## src/rtl/bper_params.svh

```systemverilog
// Constants for the bridge data parity error reporting block.
// Assumes a single 20 MHz clock and a 32-bit AXI4-Lite register port.
//
// What this block does
// - Secondary master parity bit set only as secondary master, response on, error seen.
// - That bit sets only for downstream reads and writes erring on secondary.
// - Primary parity error pin driven only as primary write target or read initiator.
// - Primary parity error pin never asserted without primary parity response bit.
// - Primary pin asserts for primary errors, and forwarded secondary delayed write errors.
// - Secondary pin driven only as secondary write target or read initiator, response on.
// - Secondary pin asserts for secondary errors, and forwarded primary delayed write errors.
// - System error only for peer parity pin on posted writes toward target bus.
// - No parity system error when the bridge itself found it as target.
// - Posted write system error needs both parity response bits set.
// - Parity system error needs the system error enable bit.
// - System error stays high for reads, delayed writes and initiator-bus errors.
// - Asserting the system error output also sets the signaled system error bit.
`ifndef BPER_PARAMS_SVH
`define BPER_PARAMS_SVH

`define BPER_ADDR_W 4
`define BPER_OFF_CTRL 4'h0
`define BPER_OFF_STATUS 4'h4
`define BPER_OFF_MASK 4'h8

`define BPER_CTRL_P_RESP 0
`define BPER_CTRL_SERR_EN 1
`define BPER_CTRL_S_RESP 2
`define BPER_CTRL_W 3
`define BPER_CTRL_RST 3'h0

`define BPER_ST_S_MDPD 0
`define BPER_ST_SIG_SERR 1
`define BPER_ST_PRIMARY_PARITY_ERROR_N 2
`define BPER_ST_SECONDARY_PARITY_ERROR_N 3
`define BPER_ST_W 4
`define BPER_ST_RST 4'h0
`define BPER_MASK_RST 4'h0

`define BPER_RESP_OKAY 2'h0
`define BPER_RESP_DECERR 2'h3

`endif

```

## src/rtl/bper_pkg.sv

```systemverilog
// Types shared by the parity error reporting block.
// Assumes the params header is compiled alongside.
`default_nettype none
package bper_pkg;
  typedef enum logic [1:0] {BPER_READ, BPER_POSTED, BPER_DELAYED} bper_kind_e;
  typedef enum logic {BPER_DOWN, BPER_UP} bper_dir_e;
  typedef enum logic [1:0] {BPER_IDLE, BPER_LOW, BPER_HIGH} bper_drv_e;

  // Transaction the bridge is carrying on one bus in this cycle.
  typedef struct packed {
    logic active;
    bper_kind_e kind;
    bper_dir_e dir;
    logic own_check;
  } bper_ctx_s;
endpackage : bper_pkg
`default_nettype wire

```

## src/rtl/bper_top.sv

```systemverilog
// Data parity error reporting for a two-port bridge with an AXI4-Lite register port.
// Assumes the bridge core supplies per-bus transaction context on aclk and that the
// peer parity error pins are asynchronous and are synchronised here.
`default_nettype none
`include "bper_params.svh"
module bper_top (
  input wire logic aclk,
  input wire logic aresetn,
  input wire logic [`BPER_ADDR_W-1:0] s_axi_awaddr,
  input wire logic s_axi_awvalid,
  output logic s_axi_awready,
  input wire logic [31:0] s_axi_wdata,
  input wire logic [3:0] s_axi_wstrb,
  input wire logic s_axi_wvalid,
  output logic s_axi_wready,
  output logic [1:0] s_axi_bresp,
  output logic s_axi_bvalid,
  input wire logic s_axi_bready,
  input wire logic [`BPER_ADDR_W-1:0] s_axi_araddr,
  input wire logic s_axi_arvalid,
  output logic s_axi_arready,
  output logic [31:0] s_axi_rdata,
  output logic [1:0] s_axi_rresp,
  output logic s_axi_rvalid,
  input wire logic s_axi_rready,
  input wire bper_pkg::bper_ctx_s prim_ctx,
  input wire bper_pkg::bper_ctx_s sec_ctx,
  input wire logic primary_parity_error_n_in,
  output logic primary_parity_error_n_out,
  output logic primary_parity_error_n_oe,
  input wire logic secondary_parity_error_n_in,
  output logic secondary_parity_error_n_out,
  output logic secondary_parity_error_n_oe,
  output logic primary_system_error_n_out,
  output logic primary_system_error_n_oe,
  output logic irq
);
  import bper_pkg::*;

  typedef struct packed {
    logic [1:0] p_sync;
    logic [1:0] s_sync;
    logic aw_held;
    logic [`BPER_ADDR_W-1:0] aw_addr;
    logic w_held;
    logic [31:0] w_data;
    logic [3:0] w_strb;
    logic bvalid;
    logic [1:0] bresp;
    logic rvalid;
    logic [1:0] rresp;
    logic [31:0] rdata;
    logic [`BPER_CTRL_W-1:0] ctrl;
    logic [`BPER_ST_W-1:0] status;
    logic [`BPER_ST_W-1:0] mask;
    bper_drv_e p_drv;
    bper_drv_e s_drv;
    logic serr_low;
    logic irq;
    logic aw_rdy;
    logic w_rdy;
    logic ar_rdy;
    logic p_out_n;
    logic p_oe;
    logic s_out_n;
    logic s_oe;
    logic serr_n;
  } bper_state_s;

  bper_state_s q;
  bper_state_s d;

  logic p_resp;
  logic s_resp;
  logic serr_en;
  logic p_pin;
  logic s_pin;
  logic p_err;
  logic s_err;
  logic s_mdpd_set;
  logic primary_parity_error_n_set;
  logic secondary_parity_error_n_set;
  logic serr_set;
  logic [`BPER_ST_W-1:0] st_set;
  logic [`BPER_ST_W-1:0] st_clr;
  logic wr_fire;
  logic [31:0] wmask;

  always_comb begin
    d = q;
    p_resp = q.ctrl[`BPER_CTRL_P_RESP];
    s_resp = q.ctrl[`BPER_CTRL_S_RESP];
    serr_en = q.ctrl[`BPER_CTRL_SERR_EN];

    // The pins are only read from the second stage, never the first.
    d.p_sync = {q.p_sync[0], ~primary_parity_error_n_in};
    d.s_sync = {q.s_sync[0], ~secondary_parity_error_n_in};
    p_pin = q.p_sync[1];
    s_pin = q.s_sync[1];

    // An error is seen on a bus by the bridge's own check or by the peer's pin.
    p_err = prim_ctx.active && (prim_ctx.own_check || p_pin);
    s_err = sec_ctx.active && (sec_ctx.own_check || s_pin);

    // Downstream traffic makes the bridge the master on the secondary bus.
    s_mdpd_set = s_resp && s_err && sec_ctx.dir == BPER_DOWN;

    // Own checks only: read initiator upstream, write target downstream.
    primary_parity_error_n_set = 1'b0;
    if (prim_ctx.active && prim_ctx.own_check) begin
      if (prim_ctx.kind == BPER_READ) begin
        primary_parity_error_n_set = prim_ctx.dir == BPER_UP;
      end else begin
        primary_parity_error_n_set = prim_ctx.dir == BPER_DOWN;
      end
    end
    // Target bus error on a downstream delayed write is sent back to the initiator.
    if (sec_ctx.active && s_pin && sec_ctx.kind == BPER_DELAYED &&
        sec_ctx.dir == BPER_DOWN && s_resp) begin
      primary_parity_error_n_set = 1'b1;
    end
    primary_parity_error_n_set = primary_parity_error_n_set && p_resp;

    secondary_parity_error_n_set = 1'b0;
    if (sec_ctx.active && sec_ctx.own_check) begin
      if (sec_ctx.kind == BPER_READ) begin
        secondary_parity_error_n_set = sec_ctx.dir == BPER_DOWN;
      end else begin
        secondary_parity_error_n_set = sec_ctx.dir == BPER_UP;
      end
    end
    if (prim_ctx.active && p_pin && prim_ctx.kind == BPER_DELAYED &&
        prim_ctx.dir == BPER_UP && p_resp) begin
      secondary_parity_error_n_set = 1'b1;
    end
    secondary_parity_error_n_set = secondary_parity_error_n_set && s_resp;

    // Only a peer pin on the target bus of a posted write counts; own checks never do.
    serr_set = 1'b0;
    if (prim_ctx.active && p_pin && !prim_ctx.own_check &&
        prim_ctx.kind == BPER_POSTED && prim_ctx.dir == BPER_UP) begin
      serr_set = 1'b1;
    end
    if (sec_ctx.active && s_pin && !sec_ctx.own_check &&
        sec_ctx.kind == BPER_POSTED && sec_ctx.dir == BPER_DOWN) begin
      serr_set = 1'b1;
    end
    serr_set = serr_set && p_resp && s_resp;
    serr_set = serr_set && serr_en;

    // A parity pin is driven low for each erring cycle, then high one cycle, then released.
    case (q.p_drv)
      BPER_IDLE: begin
        if (primary_parity_error_n_set) begin
          d.p_drv = BPER_LOW;
        end
      end
      BPER_LOW: begin
        d.p_drv = primary_parity_error_n_set ? BPER_LOW : BPER_HIGH;
      end
      BPER_HIGH: begin
        d.p_drv = primary_parity_error_n_set ? BPER_LOW : BPER_IDLE;
      end
      default: begin
        d.p_drv = BPER_IDLE;
      end
    endcase
    case (q.s_drv)
      BPER_IDLE: begin
        if (secondary_parity_error_n_set) begin
          d.s_drv = BPER_LOW;
        end
      end
      BPER_LOW: begin
        d.s_drv = secondary_parity_error_n_set ? BPER_LOW : BPER_HIGH;
      end
      BPER_HIGH: begin
        d.s_drv = secondary_parity_error_n_set ? BPER_LOW : BPER_IDLE;
      end
      default: begin
        d.s_drv = BPER_IDLE;
      end
    endcase
    // The system error line is open drain, so it is only ever pulled low.
    d.serr_low = serr_set;

    // Write channel: address and data may arrive in either order.
    if (s_axi_awvalid && !q.aw_held) begin
      d.aw_held = 1'b1;
      d.aw_addr = s_axi_awaddr;
    end
    if (s_axi_wvalid && !q.w_held) begin
      d.w_held = 1'b1;
      d.w_data = s_axi_wdata;
      d.w_strb = s_axi_wstrb;
    end
    wr_fire = q.aw_held && q.w_held && !q.bvalid;
    wmask = {{8{q.w_strb[3]}}, {8{q.w_strb[2]}}, {8{q.w_strb[1]}}, {8{q.w_strb[0]}}};
    st_clr = '0;
    if (wr_fire) begin
      d.aw_held = 1'b0;
      d.w_held = 1'b0;
      d.bvalid = 1'b1;
      d.bresp = `BPER_RESP_OKAY;
      case (q.aw_addr)
        `BPER_OFF_CTRL: begin
          d.ctrl = (q.ctrl & ~wmask[`BPER_CTRL_W-1:0]) |
                   (q.w_data[`BPER_CTRL_W-1:0] & wmask[`BPER_CTRL_W-1:0]);
        end
        `BPER_OFF_STATUS: begin
          st_clr = q.w_data[`BPER_ST_W-1:0] & wmask[`BPER_ST_W-1:0];
        end
        `BPER_OFF_MASK: begin
          d.mask = (q.mask & ~wmask[`BPER_ST_W-1:0]) |
                   (q.w_data[`BPER_ST_W-1:0] & wmask[`BPER_ST_W-1:0]);
        end
        default: begin
          d.bresp = `BPER_RESP_DECERR;
        end
      endcase
    end
    if (q.bvalid && s_axi_bready) begin
      d.bvalid = 1'b0;
    end

    // Read channel: one cycle from address to data.
    if (s_axi_arvalid && !q.rvalid) begin
      d.rvalid = 1'b1;
      d.rresp = `BPER_RESP_OKAY;
      d.rdata = '0;
      case (s_axi_araddr)
        `BPER_OFF_CTRL: begin
          d.rdata[`BPER_CTRL_W-1:0] = q.ctrl;
        end
        `BPER_OFF_STATUS: begin
          d.rdata[`BPER_ST_W-1:0] = q.status;
        end
        `BPER_OFF_MASK: begin
          d.rdata[`BPER_ST_W-1:0] = q.mask;
        end
        default: begin
          d.rresp = `BPER_RESP_DECERR;
        end
      endcase
    end else if (q.rvalid && s_axi_rready) begin
      d.rvalid = 1'b0;
    end

    // A new event in the clearing cycle survives, since set wins.
    st_set = '0;
    st_set[`BPER_ST_S_MDPD] = s_mdpd_set;
    st_set[`BPER_ST_SIG_SERR] = serr_set;
    st_set[`BPER_ST_PRIMARY_PARITY_ERROR_N] = primary_parity_error_n_set;
    st_set[`BPER_ST_SECONDARY_PARITY_ERROR_N] = secondary_parity_error_n_set;
    d.status = (q.status & ~st_clr) | st_set;
    d.irq = |(d.status & d.mask);

    // Pins and ready flags leave straight from flops, so no decode glitch reaches a pad.
    d.aw_rdy = !d.aw_held;
    d.w_rdy = !d.w_held;
    d.ar_rdy = !d.rvalid;
    d.p_out_n = d.p_drv != BPER_LOW;
    d.p_oe = d.p_drv != BPER_IDLE;
    d.s_out_n = d.s_drv != BPER_LOW;
    d.s_oe = d.s_drv != BPER_IDLE;
    d.serr_n = !d.serr_low;
  end

  always_ff @(posedge aclk) begin
    if (!aresetn) begin
      q <= '0;
      q.ctrl <= `BPER_CTRL_RST;
      q.status <= `BPER_ST_RST;
      q.mask <= `BPER_MASK_RST;
      q.p_drv <= BPER_IDLE;
      q.s_drv <= BPER_IDLE;
      q.aw_rdy <= 1'b1;
      q.w_rdy <= 1'b1;
      q.ar_rdy <= 1'b1;
      q.p_out_n <= 1'b1;
      q.s_out_n <= 1'b1;
      q.serr_n <= 1'b1;
    end else begin
      q <= d;
    end
  end

  assign s_axi_awready = q.aw_rdy;
  assign s_axi_wready = q.w_rdy;
  assign s_axi_bvalid = q.bvalid;
  assign s_axi_bresp = q.bresp;
  assign s_axi_arready = q.ar_rdy;
  assign s_axi_rvalid = q.rvalid;
  assign s_axi_rresp = q.rresp;
  assign s_axi_rdata = q.rdata;
  assign primary_parity_error_n_out = q.p_out_n;
  assign primary_parity_error_n_oe = q.p_oe;
  assign secondary_parity_error_n_out = q.s_out_n;
  assign secondary_parity_error_n_oe = q.s_oe;
  assign primary_system_error_n_out = q.serr_n;
  assign primary_system_error_n_oe = q.serr_low;
  assign irq = q.irq;
endmodule : bper_top
`default_nettype wire

```

## config.mk

```make
export PLATFORM = sky130hd
export DESIGN_NAME = bper_top
export DESIGN_NICKNAME = d
export VERILOG_FILES = /design/src/rtl/bper_pkg.sv /design/src/rtl/bper_top.sv
export VERILOG_INCLUDE_DIRS = /design/src /design/src/rtl
export SDC_FILE = /design/constraint.sdc
export NUM_CORES = 1
export LEC_CHECK = 0
export BUFFER_PORTS_ARGS = -buffer_cell sky130_fd_sc_hd__buf_2
export CAP_MARGIN = 25
export CORE_AREA = 10 10 89 71
export DETAILED_ROUTE_END_ITERATION = 6
export DIE_AREA = 0 0 99 81
export PLACE_DENSITY = 0.84
export SYNTH_ARGS = -nofsm -noshare
export SYNTH_HDL_FRONTEND = slang
export SYNTH_SLANG_ARGS = --single-unit
```

## constraint.sdc

```tcl
create_clock -name aclk -period 3.35 [get_ports aclk]
set_input_delay 0.5025 -clock aclk [delete_from_list [all_inputs] [get_ports aclk]]
set_output_delay 0.5025 -clock aclk [all_outputs]
set_load 0.05 [all_outputs]
```

==> impl_metrics.py <==
metrics = {
    "setup_path": {
        "cp_slowest_cell": "or4b_4",
        "cp_slowest_stage_delay_ps": 590,
        "cp_cell_sequence": "or4b_4 > nor4_1 > o22ai_1 > nand2_1 > o2111ai_1",
        "worstPathRequired_ps": 3520,
        "cp_max_fo": 4,
        "critPathKind": "reg2reg",
        "path_buf_inv": 0,
        "critPathCaptureType": "flip-flop",
        "cp.arrival_ps": 1870,
        "path_delay_family": "simple AND/OR/NAND/NOR gates",
        "critPathLaunchType": "flip-flop",
    },
    "place": {
        "hpwl_um": 3601,
        "placed_cell_area_um2": 2331,
        "port_buffers": 51,
        "gp_congestion": 0.8154,
    },
    "sta": {
        "hold_violations": 0,
        "finalSetupTns_ps": 0,
        "tightestPinTransition_ps": 641.2,
        "final-max-slew-violation-count": 0,
        "clock-skew-final_ps": 5.916,
        "period_minus_slack_ps": 1699,
        "fin_crit_sh_pct": 50.71,
        "rsz0062_at_grt": "no",
        "max_freq_mhz": 588.7,
        "setup_violations": 0,
        "relSlewSlack_pct": 57.17,
    },
    "cts": {
        "clk_latency_ps": 300,
        "clk_path_buf_depth": 2,
        "postCtsSetupRepairBufs": 0,
        "cts_resized": 0,
        "cts_root_buffer": "clkbuf_8",
        "cts_tree": "yes",
        "htree_levels": 2,
        "cts-buffers-inserted": 5,
        "cts_hold_buf": 0,
        "cts.sinks": 48,
        "cts.clk_slew.worst_paths_ps": 80,
    },
    "synthesis": {
        "yosysUniqueCellTypes": 39,
        "synthCells": 231,
        "yosysWarnings": 0,
        "ys_ff_latch": 48,
        "ys_seq_area_share_pct": 43.76,
        "syn-cell-area_um2": 2196,
        "synth_area_per_cell_um2": 9.506,
    },
    "power_and_ir_drop": {
        "power_density_nw_per_um2": 465.5,
        "peakVddDrop_uv": 204.1,
        "power.leakage_nw": 1.085,
    },
    "global_routing": {
        "grtUsageTotal_pct": 11.36,
        "grt_max_degree": 42,
        "grt_pass1_vias": 1560,
        "antenna_found_initial": 0,
        "grt_pass1_wl_um": 7431,
        "grt_remaining_overflow": 0,
    },
    "drt": {
        "routedWlPerCell_um": 13.64,
        "firstDrtPassIters": 4,
        "routed_wl_um": 4557,
        "drt_iter0_drc": 71,
        "vias": 1538,
        "postRouteAntennaNets": 0,
        "drc": 0,
        "via_per_inst": 4.605,
    },
    "die": {
        "rows": 22,
        "dieArea_um2": 8019,
        "start_util_pct": 46.65,
        "io_pins": 111,
        "die-height_um": 81,
        "coreArea_um2": 4707,
        "die_w_um": 99,
    },
    "final_layout": {
        "final_layout_size_suffix_gt1_share_pct": 24.82,
        "syn2layout_area_growth_pct": 10.37,
        "fillers": 459,
        "largest-register": "q",
        "nNetsFinal": 336,
        "n_antenna_cell": 0,
        "largest_reg_flops": 24,
        "postLayoutCellArea_um2": 2424,
    },
    "run_status": {
        "status": "finished, final reports clean",
    },
    "run": {
        "maxCapViolCount": 0,
    },
    "hold_path": {
        "holdCritPathClass": "in2reg",
    },
}
## final timing paths
path / cells after the start / slack, ps / from / end
min reg2reg: 1 / 410 / q[11] / q[11]
max reg2reg: 5 / 1650 / q[103] / irq
min: 2 / 350 / secondary_parity_error_n_in / d[106]
max: 5 / 1650 / q[103] / irq
## placed cells by master (no fill, tap or decap), types with 2 or more instances in the layout
master and count:
nor4b_1 2, o22ai_1 2, nand2b_1 2, clkinv_2 2, mux2_1 2, nand4b_1 3, a22oi_1 4, or2_2 2
and2_1 6, o21a_1 4, o21ai_1 2, nor2b_1 22, mux2i_1 15, nor2_1 8, nand2_1 19, a21boi_0 4
conb_1 28, a21boi_1 2, inv_1 10, clkbuf_8 6, nor3_1 3, a21oi_1 2, dfxtp_1 48, nand3_1 3
nor3_4 3, o21ai_0 6, buf_2 51
## cell families after synthesis
kind of cell	synth area share, %
multiplexers	7.863
XOR/XNOR	0.7979
AO/OA/AOI/OAI	10.20
flip-flops	43.76
other	0.1708
AND/OR/NAND/NOR	21.99
buffers and inverters	15.21
## where the power goes
part / switching (mW) / total, mW / internal (mW) / leakage [nW]
registers: 0.0129 / 0.600 / 0.587 / 0.391
clock network: 0.184 / 0.349 / 0.165 / 0.0510
logic: 0.136 / 0.180 / 0.0432 / 0.642
## metal layers
layer / share of wire, % / vias up / wire length [µm] / track usage, %
li1: - / 789 / - / -
met4: 1.0 / 0 / 47 / 4.714
met3: 9.2 / 5 / 417 / 5.344
met2: 46 / 41 / 2117 / 19.03
met1: 43 / 703 / 1974 / 12.27
met5: 0 / - / 0 / 0
## through the flow
stage	total power [mW]	setup slack, ps	hold WS [ps]	cells	util (%)
2_1_floorplan	0.7838	1673	391.6	258	-
3_3_place_gp	0.7890	1680	400.3	326	49.52
3_5_place_dp	0.7921	1646	403.0	326	49.52
4_1_cts	1.138	1663	342.4	334	51.49
5_1_grt	1.178	1461	337.2	334	51.49
6_report	1.128	1651	351.7	334	51.49
## Yosys cell counts, drive strengths merged
| master | number | area share [%] |
|---|---|---|
| a22oi | 4 | 1.4 |
| dfxtp | 48 | 44 |
| or2 | 2 | 0.57 |
| nor4 | 1 | 0.29 |
| clkbuf | 7 | 1.2 |
| a21boi | 6 | 2.1 |
| xnor2 | 1 | 0.40 |
| o211ai | 1 | 0.34 |
| o21a | 4 | 1.4 |
| nand3 | 3 | 0.68 |
| mux2 | 2 | 1.0 |
| a211oi | 1 | 0.34 |
| nand4bb | 1 | 0.51 |
| nor2b | 22 | 6.3 |
| nor4b | 2 | 0.80 |
| o2111ai | 1 | 0.40 |
| or4b | 1 | 0.63 |
| nand3b | 2 | 1.3 |
| mux2i | 15 | 6.8 |
| o21ai | 8 | 1.8 |
| and2 | 6 | 1.7 |
| nand2b | 2 | 0.57 |
| a21oi | 3 | 0.85 |
| inv | 10 | 1.7 |
| nand4b | 3 | 1.2 |
| buf | 36 | 12 |
| o22ai | 3 | 1.1 |
| nor2 | 8 | 1.4 |
| nand2 | 19 | 3.2 |
| conb | 1 | 0.17 |
| nor3 | 6 | 2.9 |
| o2111a | 1 | 0.51 |
| xor2 | 1 | 0.40 |
## final cells by class
class	instances	area, µm²	area share [%]
clock buffer	6	82.58	3.407
clock inverter	2	10.01	0.4130
inverter	10	37.54	1.549
multi-input combinational	157	1002	41.35
sequential	48	960.9	39.65
tap	60	75.07	3.098
timing repair buffer	51	255.2	10.53
(Power assumes the default switching activity.)
